<file path="config.mk">
export PLATFORM = sky130hd
export DESIGN_NAME = svi_unit
export DESIGN_NICKNAME = d
export VERILOG_FILES = /design/src/pkg/svi_pkg.sv /design/src/core/svi_unit.sv
export VERILOG_INCLUDE_DIRS = /design/src /design/src/pkg
export SDC_FILE = /design/constraint.sdc
export NUM_CORES = 1
export LEC_CHECK = 0
export ABC_AREA = 1
export BUFFER_PORTS_ARGS = -buffer_cell sky130_fd_sc_hd__buf_4
export CAP_MARGIN = 5
export CORE_ASPECT_RATIO = 1.75
export CORE_MARGIN = 3
export CORE_UTILIZATION = 46
export DETAILED_ROUTE_END_ITERATION = 7
export PLACE_DENSITY_LB_ADDON = 0.15
export SYNTH_ARGS = -nofsm -noshare
export SYNTH_HDL_FRONTEND = slang
export SYNTH_SLANG_ARGS = --single-unit
export TNS_END_PERCENT = 30
</file>
<file path="constraint.sdc">
create_clock -name i_clock -period 1.3 [get_ports i_clock]
set_input_delay 0.065 -clock i_clock [delete_from_list [all_inputs] [get_ports i_clock]]
set_output_delay 0.065 -clock i_clock [all_outputs]
set_load 0.1 [all_outputs]
</file>
<file path="src/pkg/svi_regs.svh">
// Register offsets, field positions, reset values and vector constants for the interrupt unit
`ifndef SVI_REGS_SVH
`define SVI_REGS_SVH

// Byte addresses of the registers on the Avalon-MM bus
`define SVI_ADDR_T0DATA    8'hd1
`define SVI_ADDR_T0CTL     8'hd2
`define SVI_ADDR_SYSMODE   8'hdf
`define SVI_ADDR_P0CFG     8'he7
`define SVI_ADDR_PINPND    8'he8
`define SVI_ADDR_PWMDB     8'hf0
`define SVI_ADDR_PWM_DUTY_REG   8'hf2
`define SVI_ADDR_PWMCTL    8'hf3

// Field positions
`define SVI_SYM_GIE        3
`define SVI_PAGE_LSB       0
`define SVI_PAGE_MSB       2
`define SVI_CTL_PEND       0
`define SVI_CTL_EN         1
`define SVI_CTL_CLR        3
`define SVI_PIN0_PEND      0
`define SVI_PIN0_EN        1
`define SVI_PIN1_PEND      2
`define SVI_PIN1_EN        3

// Writable masks and reset values
`define SVI_SYM_MASK       8'h0f
`define SVI_T0_MASK        8'hcb
`define SVI_PWM_MASK       8'hdf
`define SVI_PIN_MASK       8'h0f
`define SVI_RST_BYTE       8'h00

// Vector locations of the handler address
`define SVI_VEC_HI_ADDR    16'h0000
`define SVI_VEC_LO_ADDR    16'h0001

// Number of request sources and their index
`define SVI_NSRC           4
`define SVI_SRC_PWM        0
`define SVI_SRC_T0         1
`define SVI_SRC_PIN0       2
`define SVI_SRC_PIN1       3

`endif

</file>
<file path="src/pkg/svi_pkg.sv">
// Types shared by the interrupt unit and its bench
package svi_pkg;
	// Sequencer steps of the interrupt machine cycle
	typedef enum logic [3:0] {
		SVI_IDLE,
		SVI_PUSH_PCL,
		SVI_PUSH_PCH,
		SVI_PUSH_FLG,
		SVI_FETCH_HI,
		SVI_FETCH_LO,
		SVI_BRANCH,
		SVI_POP_FLG,
		SVI_POP_PCH,
		SVI_POP_PCL
	} svi_state_t;

	// Memory request toward the core's stack and program memory
	typedef struct packed {
		logic        push;   // Write one byte to the stack
		logic        pop;    // Read one byte from the stack
		logic        fetch;  // Read one byte from program memory
		logic [15:0] addr;   // Program memory address for fetch
		logic [7:0]  wdata;  // Byte pushed onto the stack
	} svi_mem_req_t;

	// Branch target handed back to the core
	typedef struct packed {
		logic        load;   // One-cycle pulse: load pc and flags
		logic [15:0] pc;     // New program counter
		logic [7:0]  flags;  // New flags (valid on return only)
		logic        is_ret; // Load came from a return, flags valid
	} svi_branch_t;
endpackage

</file>
<file path="src/core/svi_unit.sv">
// Single-vector interrupt unit: registers, request logic and service sequencer
`timescale 1ns/1ps
`default_nettype none
`include "svi_regs.svh"

// What this block does
// - System mode bit 3 gates all requests
// - One shared vector at program address zero
// - Take request at instruction end when enabled
// - Interrupt cycle clears the global gate first
// - Push pc low, pc high, then flags
// - Fetch handler high then low, then branch
// - Return restores pc, flags and sets gate
// - No hardware priority; software polls sources
// - Pending stays set until software clears it
// - Four sources: pwm, timer, two pins
// - Pwm control bit 1 enables overflow request
// - Pwm bit 0 pending; write 0 clears
// - Timer control bit 1 enables match request
// - Timer bit 0 pending; write 0 clears
// - Bit 3 clears counter, not self-clearing
// - Registers at their fixed byte addresses
// - Low three mode bits select page
// - Pin register: enables and pending per line
module svi_unit
	import svi_pkg::*;
(
	input  wire logic         i_clock,         // System clock, 40 MHz
	input  wire logic         i_rst,           // Synchronous reset, active high
	input  wire logic [7:0]   i_address,       // Avalon byte address
	input  wire logic         i_read,          // Avalon read
	input  wire logic         i_write,         // Avalon write
	input  wire logic [7:0]   i_writedata,     // Avalon write data
	output logic      [7:0]   o_readdata,      // Avalon read data
	output logic              o_waitrequest,   // Avalon wait request
	input  wire logic         i_pwm_ovf,       // Pwm 8-bit overflow pulse
	input  wire logic         i_t0_match,      // Timer 0 match pulse
	input  wire logic         i_pin0,          // External line zero pin
	input  wire logic         i_pin1,          // External line one pin
	input  wire logic         i_instr_end,     // Core is at an instruction boundary
	input  wire logic         i_irq_on,        // Core executes global enable instr
	input  wire logic         i_irq_off,       // Core executes global disable instr
	input  wire logic         i_return_from_interrupt,          // Core executes return from interrupt
	input  wire logic [15:0]  i_pc,            // Core program counter
	input  wire logic [7:0]   i_flags,         // Core flags register
	input  wire logic         i_mem_ready,     // Stack or program memory step done
	input  wire logic [7:0]   i_mem_rdata,     // Byte read by pop or fetch
	output logic              o_irq_req,       // Gated request level to the core
	output logic              o_busy,          // Sequencer owns the core
	output svi_mem_req_t      o_mem,           // Stack and program memory request
	output svi_branch_t       o_branch,        // Branch target to the core
	output logic              o_pwm_clr,       // Pwm counter clear level
	output logic              o_t0_clr,        // Timer 0 counter clear level
	output logic      [7:0]   o_t0_ctl,        // Timer 0 control for the timer
	output logic      [7:0]   o_pwm_ctl,       // Pwm control for the pwm
	output logic      [7:0]   o_t0_data,       // Timer 0 match value
	output logic      [7:0]   o_pwm_data,      // Pwm duty value
	output logic      [7:0]   o_pwm_data_b,    // Pwm second duty value
	output logic      [7:0]   o_p0_cfg,        // Port zero configuration
	output logic      [2:0]   o_page           // Selected register page
);

	// Register bank
	logic [7:0]        system_mode_reg_r;        // Gate and page
	logic [7:0]        timer0_control_reg_r;     // Timer control with pending
	logic [7:0]        pwm_control_reg_r;        // Pwm control with pending
	logic [7:0]        pin_irq_pending_reg_r;    // Pin enables and pendings
	logic [7:0]        timer0_match_value_reg_r; // Timer match value
	logic [7:0]        pwm_duty_reg_r;           // Pwm duty
	logic [7:0]        pwm_duty_reg_b_r;         // Pwm second duty
	logic [7:0]        port_zero_config_low_reg_r; // Pin configuration
	logic              rd_done_r;                // Read answer cycle
	logic [7:0]        rdata_r;                  // Registered read data
	svi_state_t        state_r;                  // Sequencer step
	svi_state_t        state_nxt;                // Next sequencer step
	logic [7:0]        vec_hi_r;                 // Handler high byte
	logic [7:0]        pop_flg_r;                // Flags popped on return
	logic [7:0]        pop_pch_r;                // Pc high popped on return
	logic [1:0]        pin0_sync_r;              // Line zero synchroniser
	logic [1:0]        pin1_sync_r;              // Line one synchroniser
	logic              pin0_last_r;              // Line zero previous level
	logic              pin1_last_r;              // Line one previous level
	logic [3:0]        src_pend;                 // Pending per source
	logic [3:0]        src_en;                   // Enable per source
	logic              wr;                       // Accepted register write
	logic              pin0_fall;                // Line zero falling edge
	logic              pin1_fall;                // Line one falling edge
	logic              take;                     // Acknowledge this cycle

	// Merge a written byte with a pending bit that only accepts a clear
	function automatic logic clr_only(input logic cur, input logic wbit, input logic ev);
		clr_only = ev | (cur & wbit);
	endfunction

	// Address match for an accepted write
	function automatic logic wr_hit(input logic w, input logic [7:0] a, input logic [7:0] r);
		wr_hit = w & (a == r);
	endfunction

	// Writes finish in the request cycle; reads answer one cycle later
	assign o_waitrequest = i_read & ~rd_done_r;
	assign wr            = i_write & ~i_read;

	// Pins pass two flip-flops before the edge detector looks at them
	always_ff @(posedge i_clock) begin
		if (i_rst) begin
			pin0_sync_r <= 2'h3;
			pin1_sync_r <= 2'h3;
			pin0_last_r <= 1'b1;
			pin1_last_r <= 1'b1;
		end else begin
			pin0_sync_r <= {pin0_sync_r[0], i_pin0};
			pin1_sync_r <= {pin1_sync_r[0], i_pin1};
			pin0_last_r <= pin0_sync_r[1];
			pin1_last_r <= pin1_sync_r[1];
		end
	end

	// Falling edges count only while the line's enable is set
	assign pin0_fall = pin0_last_r & ~pin0_sync_r[1] & pin_irq_pending_reg_r[`SVI_PIN0_EN];
	assign pin1_fall = pin1_last_r & ~pin1_sync_r[1] & pin_irq_pending_reg_r[`SVI_PIN1_EN];

	// Read answer: one wait cycle, then data stands with waitrequest low
	always_ff @(posedge i_clock) begin
		if (i_rst) begin
			rd_done_r <= 1'b0;
			rdata_r   <= `SVI_RST_BYTE;
		end else begin
			rd_done_r <= i_read & ~rd_done_r;
			if (i_read & ~rd_done_r) begin
				case (i_address)
					`SVI_ADDR_T0DATA:  rdata_r <= timer0_match_value_reg_r;
					`SVI_ADDR_T0CTL:   rdata_r <= timer0_control_reg_r;
					`SVI_ADDR_SYSMODE: rdata_r <= system_mode_reg_r;
					`SVI_ADDR_P0CFG:   rdata_r <= port_zero_config_low_reg_r;
					`SVI_ADDR_PINPND:  rdata_r <= pin_irq_pending_reg_r;
					`SVI_ADDR_PWMDB:   rdata_r <= pwm_duty_reg_b_r;
					`SVI_ADDR_PWM_DUTY_REG: rdata_r <= pwm_duty_reg_r;
					`SVI_ADDR_PWMCTL:  rdata_r <= pwm_control_reg_r;
					default:           rdata_r <= `SVI_RST_BYTE; // Unmapped reads zero
				endcase
			end
		end
	end
	assign o_readdata = rdata_r;

	// System mode: gate bit driven by writes, instructions and the sequencer
	always_ff @(posedge i_clock) begin
		if (i_rst) begin
			system_mode_reg_r <= `SVI_RST_BYTE; // Gate off until boot code enables it
		end else begin
			if (wr_hit(wr, i_address, `SVI_ADDR_SYSMODE)) begin
				system_mode_reg_r <= i_writedata & `SVI_SYM_MASK;
			end
			if (i_irq_on | i_return_from_interrupt) begin
				system_mode_reg_r[`SVI_SYM_GIE] <= 1'b1;
			end
			if (i_irq_off) begin
				system_mode_reg_r[`SVI_SYM_GIE] <= 1'b0;
			end
			// Acknowledge wins over everything so no second request sneaks in
			if (take) begin
				system_mode_reg_r[`SVI_SYM_GIE] <= 1'b0;
			end
		end
	end
	// Pages 1 to 7 have no registers here; the page is only passed on
	assign o_page = system_mode_reg_r[`SVI_PAGE_MSB:`SVI_PAGE_LSB];

	// Timer 0 control: pending set by match, cleared only by writing 0
	always_ff @(posedge i_clock) begin
		if (i_rst) begin
			timer0_control_reg_r <= `SVI_RST_BYTE;
		end else begin
			if (wr_hit(wr, i_address, `SVI_ADDR_T0CTL)) begin
				// Clear bit is stored as written and stays until rewritten
				timer0_control_reg_r <= i_writedata & `SVI_T0_MASK;
			end
			// A match in the clearing cycle still sets the flag
			timer0_control_reg_r[`SVI_CTL_PEND] <= clr_only(timer0_control_reg_r[`SVI_CTL_PEND],
				~wr_hit(wr, i_address, `SVI_ADDR_T0CTL) | i_writedata[`SVI_CTL_PEND],
				i_t0_match);
		end
	end

	// Pwm control: same pending behaviour as the timer
	always_ff @(posedge i_clock) begin
		if (i_rst) begin
			pwm_control_reg_r <= `SVI_RST_BYTE;
		end else begin
			if (wr_hit(wr, i_address, `SVI_ADDR_PWMCTL)) begin
				pwm_control_reg_r <= i_writedata & `SVI_PWM_MASK;
			end
			pwm_control_reg_r[`SVI_CTL_PEND] <= clr_only(pwm_control_reg_r[`SVI_CTL_PEND],
				~wr_hit(wr, i_address, `SVI_ADDR_PWMCTL) | i_writedata[`SVI_CTL_PEND],
				i_pwm_ovf);
		end
	end

	// Pin pending register: two enables, two sticky pendings
	always_ff @(posedge i_clock) begin
		if (i_rst) begin
			pin_irq_pending_reg_r <= `SVI_RST_BYTE;
		end else begin
			if (wr_hit(wr, i_address, `SVI_ADDR_PINPND)) begin
				pin_irq_pending_reg_r <= i_writedata & `SVI_PIN_MASK;
			end
			pin_irq_pending_reg_r[`SVI_PIN0_PEND] <= clr_only(
				pin_irq_pending_reg_r[`SVI_PIN0_PEND],
				~wr_hit(wr, i_address, `SVI_ADDR_PINPND) | i_writedata[`SVI_PIN0_PEND],
				pin0_fall);
			pin_irq_pending_reg_r[`SVI_PIN1_PEND] <= clr_only(
				pin_irq_pending_reg_r[`SVI_PIN1_PEND],
				~wr_hit(wr, i_address, `SVI_ADDR_PINPND) | i_writedata[`SVI_PIN1_PEND],
				pin1_fall);
		end
	end

	// Plain data registers passed to the peripherals
	always_ff @(posedge i_clock) begin
		if (i_rst) begin
			timer0_match_value_reg_r   <= `SVI_RST_BYTE;
			pwm_duty_reg_r             <= `SVI_RST_BYTE;
			pwm_duty_reg_b_r           <= `SVI_RST_BYTE;
			port_zero_config_low_reg_r <= `SVI_RST_BYTE;
		end else begin
			if (wr_hit(wr, i_address, `SVI_ADDR_T0DATA)) begin
				timer0_match_value_reg_r <= i_writedata;
			end
			if (wr_hit(wr, i_address, `SVI_ADDR_PWM_DUTY_REG)) begin
				pwm_duty_reg_r <= i_writedata;
			end
			if (wr_hit(wr, i_address, `SVI_ADDR_PWMDB)) begin
				pwm_duty_reg_b_r <= i_writedata;
			end
			if (wr_hit(wr, i_address, `SVI_ADDR_P0CFG)) begin
				port_zero_config_low_reg_r <= i_writedata;
			end
		end
	end
	assign o_t0_ctl     = timer0_control_reg_r;
	assign o_pwm_ctl    = pwm_control_reg_r;
	assign o_t0_data    = timer0_match_value_reg_r;
	assign o_pwm_data   = pwm_duty_reg_r;
	assign o_pwm_data_b = pwm_duty_reg_b_r;
	assign o_p0_cfg     = port_zero_config_low_reg_r;
	assign o_pwm_clr    = pwm_control_reg_r[`SVI_CTL_CLR];
	assign o_t0_clr     = timer0_control_reg_r[`SVI_CTL_CLR];

	// The four sources, all equal: no priority, software polls them
	assign src_pend[`SVI_SRC_PWM]  = pwm_control_reg_r[`SVI_CTL_PEND];
	assign src_pend[`SVI_SRC_T0]   = timer0_control_reg_r[`SVI_CTL_PEND];
	assign src_pend[`SVI_SRC_PIN0] = pin_irq_pending_reg_r[`SVI_PIN0_PEND];
	assign src_pend[`SVI_SRC_PIN1] = pin_irq_pending_reg_r[`SVI_PIN1_PEND];
	assign src_en[`SVI_SRC_PWM]    = pwm_control_reg_r[`SVI_CTL_EN];
	assign src_en[`SVI_SRC_T0]     = timer0_control_reg_r[`SVI_CTL_EN];
	assign src_en[`SVI_SRC_PIN0]   = pin_irq_pending_reg_r[`SVI_PIN0_EN];
	assign src_en[`SVI_SRC_PIN1]   = pin_irq_pending_reg_r[`SVI_PIN1_EN];

	// Single request line; which source fired is left to the handler
	assign o_irq_req = (|(src_pend & src_en)) & system_mode_reg_r[`SVI_SYM_GIE];
	// Taken only at an instruction boundary and while idle
	assign take = o_irq_req & i_instr_end & (state_r == SVI_IDLE);

	// Sequencer step order
	always_comb begin
		state_nxt = state_r;
		case (state_r)
			SVI_IDLE: begin
				if (take) begin
					state_nxt = SVI_PUSH_PCL;
				end else if (i_return_from_interrupt) begin
					state_nxt = SVI_POP_FLG;
				end
			end
			SVI_PUSH_PCL: if (i_mem_ready) state_nxt = SVI_PUSH_PCH;
			SVI_PUSH_PCH: if (i_mem_ready) state_nxt = SVI_PUSH_FLG;
			SVI_PUSH_FLG: if (i_mem_ready) state_nxt = SVI_FETCH_HI;
			SVI_FETCH_HI: if (i_mem_ready) state_nxt = SVI_FETCH_LO;
			SVI_FETCH_LO: if (i_mem_ready) state_nxt = SVI_BRANCH;
			SVI_BRANCH:   state_nxt = SVI_IDLE;
			// Pops undo the pushes in reverse order
			SVI_POP_FLG:  if (i_mem_ready) state_nxt = SVI_POP_PCH;
			SVI_POP_PCH:  if (i_mem_ready) state_nxt = SVI_POP_PCL;
			SVI_POP_PCL:  if (i_mem_ready) state_nxt = SVI_BRANCH;
			default:      state_nxt = SVI_IDLE;
		endcase
	end

	// Sequencer state
	always_ff @(posedge i_clock) begin
		if (i_rst) begin
			state_r <= SVI_IDLE;
		end else begin
			state_r <= state_nxt;
		end
	end

	// Capture fetched and popped bytes
	always_ff @(posedge i_clock) begin
		if (i_rst) begin
			vec_hi_r  <= `SVI_RST_BYTE;
			pop_flg_r <= `SVI_RST_BYTE;
			pop_pch_r <= `SVI_RST_BYTE;
		end else if (i_mem_ready) begin
			case (state_r)
				SVI_FETCH_HI: vec_hi_r  <= i_mem_rdata;
				SVI_POP_FLG:  pop_flg_r <= i_mem_rdata;
				SVI_POP_PCH:  pop_pch_r <= i_mem_rdata;
				default:      vec_hi_r  <= vec_hi_r;
			endcase
		end
	end

	// Branch output, registered; last byte lands directly in the pc
	always_ff @(posedge i_clock) begin
		if (i_rst) begin
			o_branch <= '0;
		end else begin
			o_branch.load <= 1'b0;
			if (i_mem_ready & (state_r == SVI_FETCH_LO)) begin
				o_branch.pc     <= {vec_hi_r, i_mem_rdata};
				o_branch.flags  <= `SVI_RST_BYTE;
				o_branch.is_ret <= 1'b0;
				o_branch.load   <= 1'b1;
			end
			if (i_mem_ready & (state_r == SVI_POP_PCL)) begin
				o_branch.pc     <= {pop_pch_r, i_mem_rdata};
				o_branch.flags  <= pop_flg_r;
				o_branch.is_ret <= 1'b1;
				o_branch.load   <= 1'b1;
			end
		end
	end

	// Memory request decode per step; pc and flags are taken live from the core
	always_comb begin
		o_mem = '0;
		case (state_r)
			SVI_PUSH_PCL: begin
				o_mem.push  = 1'b1;
				o_mem.wdata = i_pc[7:0];
			end
			SVI_PUSH_PCH: begin
				o_mem.push  = 1'b1;
				o_mem.wdata = i_pc[15:8];
			end
			SVI_PUSH_FLG: begin
				o_mem.push  = 1'b1;
				o_mem.wdata = i_flags;
			end
			SVI_FETCH_HI: begin
				o_mem.fetch = 1'b1;
				o_mem.addr  = `SVI_VEC_HI_ADDR;
			end
			SVI_FETCH_LO: begin
				o_mem.fetch = 1'b1;
				o_mem.addr  = `SVI_VEC_LO_ADDR;
			end
			SVI_POP_FLG, SVI_POP_PCH, SVI_POP_PCL: o_mem.pop = 1'b1;
			default: o_mem = '0;
		endcase
	end
	assign o_busy = (state_r != SVI_IDLE);

endmodule
`default_nettype wire

</file>
==> results of run 1 <==
[worst max-delay path: stages, from the launching register on]
cell and delay, ps:
dfxtp_4 350, nor2_4 130, inv_2 60, nor2_4 140, nand2_4 90, clkinv_8 100, nand2_4 60, nand3_4 60
buf_12 170
[placed cells by master, fill, tap and decap left out, drive strengths merged, types with 2 or more instances in the layout]
| cell | count |
|---|---|
| conb | 19 |
| dlygate4sd3 | 22 |
| o21ai | 90 |
| clkinv | 8 |
| clkinvlp | 3 |
| nor2 | 88 |
| dfxtp | 121 |
| buf | 226 |
| o22ai | 8 |
| inv | 83 |
| or2 | 6 |
| nand2 | 106 |
| clkbuf | 22 |
| o211ai | 2 |
| nand3 | 92 |
| a21oi | 96 |
| bufinv | 2 |
[sequential cells by signal, summed over array words and instances (netlist names)]
signal and flops:
o_branch 26, o_p0_cfg 8, o_pwm_ctl 7, o_pwm_data 8, o_pwm_data_b 8, o_readdata 8, o_t0_ctl 5, o_t0_data 8
pin0_last_r 1, pin0_sync_r 2, pin1_last_r 1, pin1_sync_r 2, pin_irq_pending_reg_r 4, pop_flg_r 8, pop_pch_r 8, rd_done_r 1
state_r 4, system_mode_reg_r 4, vec_hi_r 8
[logic make-up after synthesis]
| kind of cell | Yosys count |
|---|---|
| other | 1 |
| buffers and inverters | 141 |
| AO/OA/AOI/OAI | 198 |
| flip-flops | 121 |
| AND/OR/NAND/NOR | 293 |
[layout make-up]
cell class              count  area share [%]
inverters                  86            4.20
repair buffers            248            25.1
multi-input cells         511            33.1
clock buffers              22            5.37
clock inverters            10            1.38
flip-flops and latches    121            28.9
well taps                 135            1.96
[per-layer routing]
metal	GRT usage, %	vias up
li1	-	2908
met1	27.1	2790
met2	49.2	244
met3	5.31	63
met4	17.7	0
met5	0	-
[worst max path at each step]
stage	from	to	slack, ps	depth (start not counted)
floorplan	state_r[1]	o_branch[22]	-490	9
global placement	state_r[2]	o_mem[5]	-40	8
detailed placement	state_r[0]	state_r[1]	-110	10
CTS	state_r[3]	o_mem[7]	-330	8
global route	state_r[2]	o_mem[7]	-410	8
finish	state_r[2]	o_mem[7]	-370	8
[per-stage QoR]
step	setup slack (ps)	power, mW	hold WS, ps	utilization, %
floorplan	-492	7.81	169	-
global placement	-39.0	8.91	256	61.9
detailed placement	-106	8.98	258	61.9
CTS	-334	14.7	1.63	72.2
global route	-415	15.7	24.0	74.6
finish	-366	15.2	6.28	74.6
[report_power, final]
group	internal (mW)	leakage [nW]	switching [mW]
Sequential	3.95	1.01	0.162
Clock	2.92	0.277	1.72
Combinational	2.17	2.61	4.26
[what timing repair did]
item | in CTS | in global routing
endpoints found under the hold margin | 55 | 0
setup endpoints to repair | 57 | 66
setup buffers | 9 | 9
pin swaps | 15 | 8
cloned | 0 | 2
gates resized for setup | 91 | 62
hold buffers | 22 | 0
==> qor.yml, run 1 <==
outcome:
  status: "complete, but fails checks"
  violations: "setup timing"
die:
  dieArea_sq_um: 13300
  row_count: 52
  start_util_pct: 47.3
  die_h_microns: 150
  io_pins: 178
  fp.dieW_microns: 88.5
  core_area_sq_um: 11600
logic_synthesis:
  synth-edff-count: 0
  synth_xor_xnor_area_share_pct: 0
  synth_commonest_cells: "dfxtp_1, nand2_1, a21oi_1, nand3_1, o21ai_0"
  synthTopCellsByArea: "dfxtp_1, a21oi_1, nand3_1"
  ys_seq_elements: 121
  synth_top_area_share_pct: 44.2
  syn_inst: 754
  yosysWarnings: 0
  ys_seq_area_share_pct: 44.2
  synth.distinct_cells: 30
  synthAdderAreaFrac_pct: 0
  synth_top_flop_cell: "dfxtp_1"
  synth_top_family_by_area: "simple AND/OR/NAND/NOR gates"
  syn_area_per_cell_sq_um: 7.27
  synth_top_cell_by_area: "dfxtp_1"
  synth_most_common_cell: "dfxtp_1"
  async_flop_share_pct: 0
  yosys.area_share.simple_pct: 25.0
  syn-cell-area_sq_um: 5480
  muxShareOfSynthArea_pct: 0
  synth_compound_area_share_pct: 18.6
final_layout:
  fin_cells: 1133
  num_antenna_cells: 0
  multi_input_area_sq_um: 2860
  final_area_sq_um: 8640
  regArea_sq_um: 2500
  syn_to_final_growth_pct: 57.6
  nets: 1046
  fill_cells: 859
  final_layout_size_suffix_gt1_share_pct: 40.0
timing:
  setup_slack_ps: -366
  finalSetupViolCount: 68
  final-max-slew-violation-count: 0
  rsz0062_at_grt: "yes"
  period_share_pct: 128
  fin_crit_ps: 1670
  hold_viol: 0
  max_freq_mhz: 600
  tns_ps: -11110
  finalClockSkew_ps: 5.58
route:
  first_pass_iters: 5
  vias_per_cell: 5.30
  m1WireLength_microns: 6410
  first_iter_violations: 285
  drc: 0
  avgRoutedWirePerCell_microns: 16.5
  num_vias: 6005
  wl_microns: 18700
  drtAntennaViolNets: 0
  wl_met2_microns: 10100
  met3_length_microns: 1000
  routed.top_layer: "met4"
min_path:
  hold_path_class: "in2reg"
  hold_depth: 3
  min_to: "system_mode_reg_r[3]"
  hold_path_startpoint: "i_return_from_interrupt"
worst_setup_path:
  timing.rr.start: "state_r[2]"
  r2r_cells: 12
  endpoint_kind: "primary output"
  crit_path_start_kind: "flop"
  timing_worst_setup_path_type: "reg2out"
  crit_path_max_fanout: 8
  regToRegSetupSlack_ps: -230
  arrival_ps: 1600
  required_ps: 1240
  r2r_end: "state_r[3]"
clock_tree:
  cts_tree: "yes"
  cts_made_buffers: 17
  clockBufferDepth: 2
  h-tree-depth: 4
  clk_latency_ps: 420
  ctsRootBufferMaster: "clkbuf_16"
  clock-sinks: 121
  clk_pin_slew_worst_paths_ps: 50
placed_design:
  port_buffers: 158
  dp.cells: 1060
  gp_congestion: 0.926
  place_area_sq_um: 7170
  dp.final_hpwl_microns: 13200
global_route:
  grt_usage_pct: 27.1
  grt_max_degree: 69
  grt_pass1_wl_microns: 27800
  antenna_found_initial: 0
  grt-ovfl-total: 0
  grt_pass1_vias: 5858
run:
  maxCapViolations: 0
power_and_ir_drop:
  power.density_nw_per_um2: 1760
  p_leak_nw: 3.89
  peakVddDrop_mv: 1.62
Note: power is estimated with default switching activity, not from simulation.
==> inputs of run 2 (changes only) <==
Settings changed: CORE_MARGIN 3 to 10, PLACE_DENSITY from default to 0.79, PLACE_DENSITY_LB_ADDON 0.15 to default.
==> run 2 against run 1 <==
Effect of this change: the run still ends with setup timing left; non-clock buffer count down 1; global-route usage down 5.9 points; clock power about the same; power about the same; register-to-register slack worse by 40 ps; sequential cell count unchanged; final area down 0.49%.
==> qor.yml, run 2 (synthesized netlist as in run 1, its figures left out) <==
power_and_ir_drop:
  p_sw_mw: 6.18  # was 6.15 mW
  p_leak_nw: 3.87  # was 3.89 nW
  pwr-share-comb_pct: 42.3  # about the same
  p_int_mw: 9.02  # was 9.04 mW
  clockPowerShare_pct: 30.6  # about the same
  switching_share_pct: 40.6  # was 40.5%
  peakVddDrop_mv: 2.04  # was 1.62 mV
  power.density_nw_per_um2: 1770  # was 1760 nW/um^2
  power_frac_seq_pct: 27.1  # about the same
  finalPower_mw: 15.2  # about the same
global_route:
  grt-ovfl-total: 0  # unchanged
  grt_usage_pct: 21.2  # was 27.1%
  antenna_found_initial: 0  # unchanged
  grt_pass1_wl_microns: 28300  # was 27800 microns
  grt_max_degree: 32  # was 69
  grt_pass1_vias: 5738  # was 5858
clock_tree:
  clockBufferDepth: 2  # unchanged
  cts_tree: "yes"  # unchanged
  clk_pin_slew_worst_paths_ps: 60  # was 50 ps
  ctsRootBufferMaster: "clkbuf_16"  # unchanged
  clk_latency_ps: 410  # was 420 ps
  clock-sinks: 121  # unchanged
  h-tree-depth: 4  # unchanged
  cts_made_buffers: 17  # unchanged
route:
  vias_per_cell: 5.18  # was 5.30
  avgRoutedWirePerCell_microns: 16.8  # was 16.5 microns
  first_iter_violations: 240  # was 285
  num_vias: 5855  # was 6005
  drtAntennaViolNets: 0  # unchanged
  wl_microns: 19100  # was 18700 microns
  drc: 0  # unchanged
  first_pass_iters: 4  # was 5
worst_setup_path:
  timing_worst_setup_path_type: "reg2out"  # unchanged
  path_cells: "nor2_4 -> inv_2 -> nor2_4 -> nand2_4 -> clkinv_8 -> nand2_2 -> nand3_2 -> buf_12"  # was nor2_4 -> inv_2 -> nor2_4 -> nand2_4 -> clkinv_8 -> nand2_4 -> nand3_4 -> buf_12
  slowest_delay_ps: 360  # was 350 ps
  arrival_ps: 1630  # was 1600 ps
  cp_slowest_cell: "dfxtp_4"  # unchanged
  regToRegSetupSlack_ps: -270  # was -230 ps
  r2r_cells: 12  # unchanged
  endpoint_kind: "primary output"  # unchanged
  crit_top_cell: "nor2_4"
  r2r_end: "state_r[1]"  # was state_r[3]
  startpoint: "state_r[3]"  # was state_r[2]
  crit_path_start_kind: "flop"  # unchanged
  required_ps: 1240  # about the same
  worstSetupEndpoint: "o_mem[4]"  # was o_mem[7]
  crit_path_max_fanout: 8  # unchanged
  timing.rr.start: "state_r[3]"  # was state_r[2]
final_layout:
  largest_reg_flops: 26  # unchanged
  fill_cells: 839  # was 859
  num_antenna_cells: 0  # unchanged
  fin_cells: 1131  # was 1133
  final_layout_size_suffix_gt1_share_pct: 40.2  # was 40.0%
  final_area_sq_um: 8600  # was 8640 sq um
  layout_commonest_cell: "buf_4"  # unchanged
  layout_common_cells: "buf_4, a21oi_1, nand3_1"  # unchanged
  nets: 1044  # was 1046
  syn_to_final_growth_pct: 56.8  # was 57.6%
  largest_register: "o_branch"  # unchanged
  post-route-util_pct: 73.8  # was 74.6%
die:
  io_pins: 178  # unchanged
  fp.dieW_microns: 103  # was 88.5 microns
  core_area_sq_um: 11600  # about the same
  row_count: 52  # unchanged
  die_h_microns: 164  # was 150 microns
  dieArea_sq_um: 16900  # was 13300 sq um
  start_util_pct: 47.1  # was 47.3%
timing:
  tns_ps: -7460  # was -11110 ps
  hold_viol: 0  # unchanged
  period_share_pct: 130  # was 128%
  fin_crit_ps: 1690  # was 1670 ps
  finalClockSkew_ps: 10.5  # was 5.58 ps
  max_freq_mhz: 591  # was 600 MHz
  setup_slack_ps: -393  # was -366 ps
  finalSetupViolCount: 53  # was 68
  worst_hold_slack_ps: 18.9  # was 6.28 ps
  final-max-slew-violation-count: 0  # unchanged
  rsz0062_at_grt: "yes"  # unchanged
outcome:
  violations: "setup timing"  # unchanged
  status: "complete, but fails checks"  # unchanged
placed_design:
  gp_congestion: 0.916  # was 0.926
  place_area_sq_um: 7180  # was 7170 sq um
  dp.final_hpwl_microns: 13600  # was 13200 microns
  dp.cells: 1062  # was 1060
  dp_slack_ps: -77.4  # was -106 ps
  port_buffers: 158  # unchanged
min_path:
  hold_depth: 3  # unchanged
  hold_path_class: "in2reg"  # unchanged
run:
  maxCapViolations: 0  # unchanged
## run 2: cell count changes in the layout (fill, tap and decap cells not counted), moves of 3 or more
cell	previous run	this run
nand3_4	9	6
o21ai_0	68	64
inv_8	0	3
nand3_2	0	3
inv_6	2	6
clkbuf_1	3	0
a21oi_2	5	8
o21ai_1	14	17
## run 2: power groups by stage
stage / clock network [mW] / logic [mW] / registers [mW]
floorplan: 0 / 3.30 / 4.51
global placement: 0 / 4.75 / 4.16
detailed placement: 0 / 4.79 / 4.17
CTS: 4.71 / 5.62 / 4.11
global route: 4.87 / 6.72 / 4.14
finish: 4.66 / 6.42 / 4.12
## run 2: repair_timing
action	in CTS	in global routing
resized for setup	70	80
setup buffers	1	11
hold buffers	23	0
pin swaps	3	18
endpoints found under the hold margin	56	0
setup endpoints to repair	31	63
gates cloned	0	2
## run 2: how the worst min path moves through the flow
stage / from / end / slack (ps)
finish: i_writedata[0] / pin_irq_pending_reg_r[0] / 20
global route: i_writedata[0] / o_t0_data[0] / 10
CTS: i_writedata[0] / o_t0_data[0] / 5
detailed placement: i_pin1 / pin1_sync_r[0] / 250
global placement: i_pin1 / pin1_sync_r[0] / 250
floorplan: i_pin0 / pin0_sync_r[0] / 170
## run 2: metal layers
layer,part of all wire (%),vias to the layer above,track usage [%]
met5,0,-,0
met4,4.8,0,13.1
met3,6.7,48,5.56
met2,54,212,38.7
met1,35,2697,20.4
li1,-,2898,-
## run 2: critical path: cells and delay by family (launching register included)
family        cells  cell delay (ps)
buf+inv           3              350
flops             1              360
simple gates      5              500
## run 2: layout make-up
cell class	count	area [sq um]	share of cell area, %
tap	135	169	1.97
inverter	86	359	4.18
clock buffer	19	453	5.27
sequential	121	2490	29.0
timing repair buffer	247	2180	25.3
clock inverter	13	134	1.56
multi-input combinational	510	2810	32.7
==> inputs of run 3 (changes only) <==
Settings changed: CORE_ASPECT_RATIO 1.75 to 1.5, CORE_UTILIZATION 46 to 25, PLACE_DENSITY 0.79 to 0.5, RECOVER_POWER from default to 100.
==> run 3 against run 2 <==
Effect of this change: the flow still finishes with violations (setup timing); sequential power about the same; non-clock buffer count increased by 1; clock power increased by 6.0%; sequential cell count unchanged; sequential share of layout area decreased by 0.48 points; critical path type unchanged; critical endpoint is now o_mem[25].
==> qor.yml, run 3 (synthesized netlist as in run 1, its figures left out) <==
clock_tree:
  clk_pin_slew_worst_paths_ps: 60  # about the same
  clockBufferDepth: 2  # unchanged
  h-tree-depth: 4  # unchanged
  ctsRootBufferMaster: "clkbuf_16"  # unchanged
  cts_tree: "yes"  # unchanged
  cts_made_buffers: 17  # unchanged
  clk_latency_ps: 420  # was 410 ps
  clock-sinks: 121  # unchanged
die:
  start_util_pct: 25.3  # was 47.1%
  dieArea_sq_um: 28400  # was 16900 sq um
  core_area_sq_um: 21600  # was 11600 sq um
  io_pins: 178  # unchanged
  die_h_microns: 201  # was 164 microns
  row_count: 66  # was 52
  fp.dieW_microns: 141  # was 103 microns
route:
  first_pass_iters: 4  # unchanged
  drtAntennaViolNets: 0  # unchanged
  drc: 0  # unchanged
  vias_per_cell: 4.47  # was 5.18
  avgRoutedWirePerCell_microns: 16.1  # was 16.8 microns
  first_iter_violations: 254  # was 240
  num_vias: 5673  # was 5855
  wl_microns: 20400  # was 19100 microns
power_and_ir_drop:
  switching_share_pct: 40.8  # was 40.6%
  pwr-share-comb_pct: 40.5  # was 42.3%
  p_int_mw: 9.01  # was 9.02 mW
  power_frac_seq_pct: 27.0  # was 27.1%
  p_sw_mw: 6.21  # was 6.18 mW
  p_leak_nw: 3.79  # was 3.87 nW
  clockPowerShare_pct: 32.5  # was 30.6%
  power.density_nw_per_um2: 1740  # was 1770 nW/um^2
  peakVddDrop_mv: 1.65  # was 2.04 mV
final_layout:
  largest_register: "o_branch"  # unchanged
  nets: 1045  # was 1044
  largest_reg_flops: 26  # unchanged
  layout_common_cells: "buf_4, a21oi_1, nand3_1"  # unchanged
  syn_to_final_growth_pct: 59.3  # was 56.8%
  layout_commonest_cell: "buf_4"  # unchanged
  num_antenna_cells: 0  # unchanged
  final_area_sq_um: 8740  # was 8600 sq um
  final_layout_size_suffix_gt1_share_pct: 39.4  # was 40.2%
  fill_cells: 2264  # was 839
global_route:
  grt-ovfl-total: 0  # unchanged
  grt_pass1_vias: 5794  # was 5738
  antenna_found_initial: 0  # unchanged
  grt_max_degree: 50  # was 32
  grt_pass1_wl_microns: 32100  # was 28300 microns
  grt_usage_pct: 14.1  # was 21.2%
timing:
  fin_crit_ps: 1650  # was 1690 ps
  finalSetupViolCount: 30  # was 53
  period_share_pct: 127  # was 130%
  hold_viol: 0  # unchanged
  max_freq_mhz: 604  # was 591 MHz
  setup_slack_ps: -354  # was -393 ps
  final-max-slew-violation-count: 0  # unchanged
  finalClockSkew_ps: 11.5  # was 10.5 ps
  tns_ps: -4440  # was -7460 ps
  rsz0062_at_grt: "yes"  # unchanged
worst_setup_path:
  crit_path_max_fanout: 4  # was 8
  cp.buffers_inverters: 3  # unchanged
  cp_slowest_cell: "dfxtp_2"  # was dfxtp_4
  endpoint_kind: "primary output"  # unchanged
  arrival_ps: 1590  # was 1630 ps
  timing_worst_setup_path_type: "reg2out"  # unchanged
  required_ps: 1240  # about the same
  path_delay_family: "buffers and inverters"  # was simple AND/OR/NAND/NOR gates
  crit_path_start_kind: "flop"  # unchanged
  path_cells: "buf_4 -> nand2_8 -> nor2_4 -> nor2_4 -> buf_4 -> o21ai_2 -> buf_12"  # was nor2_4 -> inv_2 -> nor2_4 -> nand2_4 -> clkinv_8 -> nand2_2 -> nand3_2 -> buf_12
  slowest_delay_ps: 360  # about the same
  regToRegSetupSlack_ps: -60  # was -270 ps
outcome:
  violations: "setup timing"  # unchanged
  status: "complete, but fails checks"  # unchanged
min_path:
  hold_path_class: "in2reg"  # unchanged
placed_design:
  place_area_sq_um: 7450  # was 7180 sq um
  dp.final_hpwl_microns: 15600  # was 13600 microns
  gp_congestion: 0.825  # was 0.916
  port_buffers: 158  # unchanged
  dp_slack_ps: -109  # was -77.4 ps
run:
  maxCapViolations: 0  # unchanged
==> run 3: what timing repair did <==
action / in CTS / in global routing
hold buffers: 24 / 0
gates cloned: 0 / 1
endpoints found under the hold margin: 65 / 0
pin swaps: 7 / 12
setup endpoints to repair: 40 / 68
gates resized for setup: 85 / 38
buffers inserted: 4 / 2
==> run 3: area by class of cell <==
type                    instances  area, sq um  share of cell area [%]
clock buffers                  17          425                    4.87
clock inverters                15          184                    2.11
inverters                      86          349                    4.00
multi-input cells             510         2750                    31.5
flip-flops and latches        121         2490                    28.5
well taps                     272          340                    3.90
repair buffers                248         2200                    25.2
==> run 3: metal layers <==
metal	wire length, microns	track usage, %	share of wire, %
met1	7890	14.7	39
met2	11000	25.7	54
met3	1070	3.91	5.2
met4	512	5.84	2.5
met5	0	0	0
==> run 3: power groups by stage <==
stage,sequential [mW],clock [mW],combinational [mW]
final,4.11,4.94,6.17
after global routing,4.14,5.23,6.53
after CTS,4.11,5.04,6.01
after detailed placement,4.17,0,5.03
after global placement,4.17,0,5.03
after floorplan,4.51,0,3.30
==> run 3: path summary, 6_finish.rpt <==
path	from	to	depth (start not counted)
worst max-delay path	state_r[2]	o_mem[25]	7
worst min-delay path	i_writedata[2]	pin_irq_pending_reg_r[2]	3
worst max register to register	state_r[3]	state_r[0]	10
worst min register to register	pin0_sync_r[0]	pin0_sync_r[1]	1
==> run 3: worst min-delay path, cell delays in order <==
cell      delay, ps
buf_4           140
o211ai_1        110
o21ai_0          70
==> run 3: stage by stage <==
stage	utilization [%]	cells	hold WS, ps	total power, mW
after floorplan	-	772	169	7.81
after global placement	34.4	1206	272	9.19
after detailed placement	34.4	1206	270	9.19
after CTS	39.9	1266	6.45	15.2
after global routing	40.4	1269	28.3	15.9
final	40.4	1269	6.68	15.2
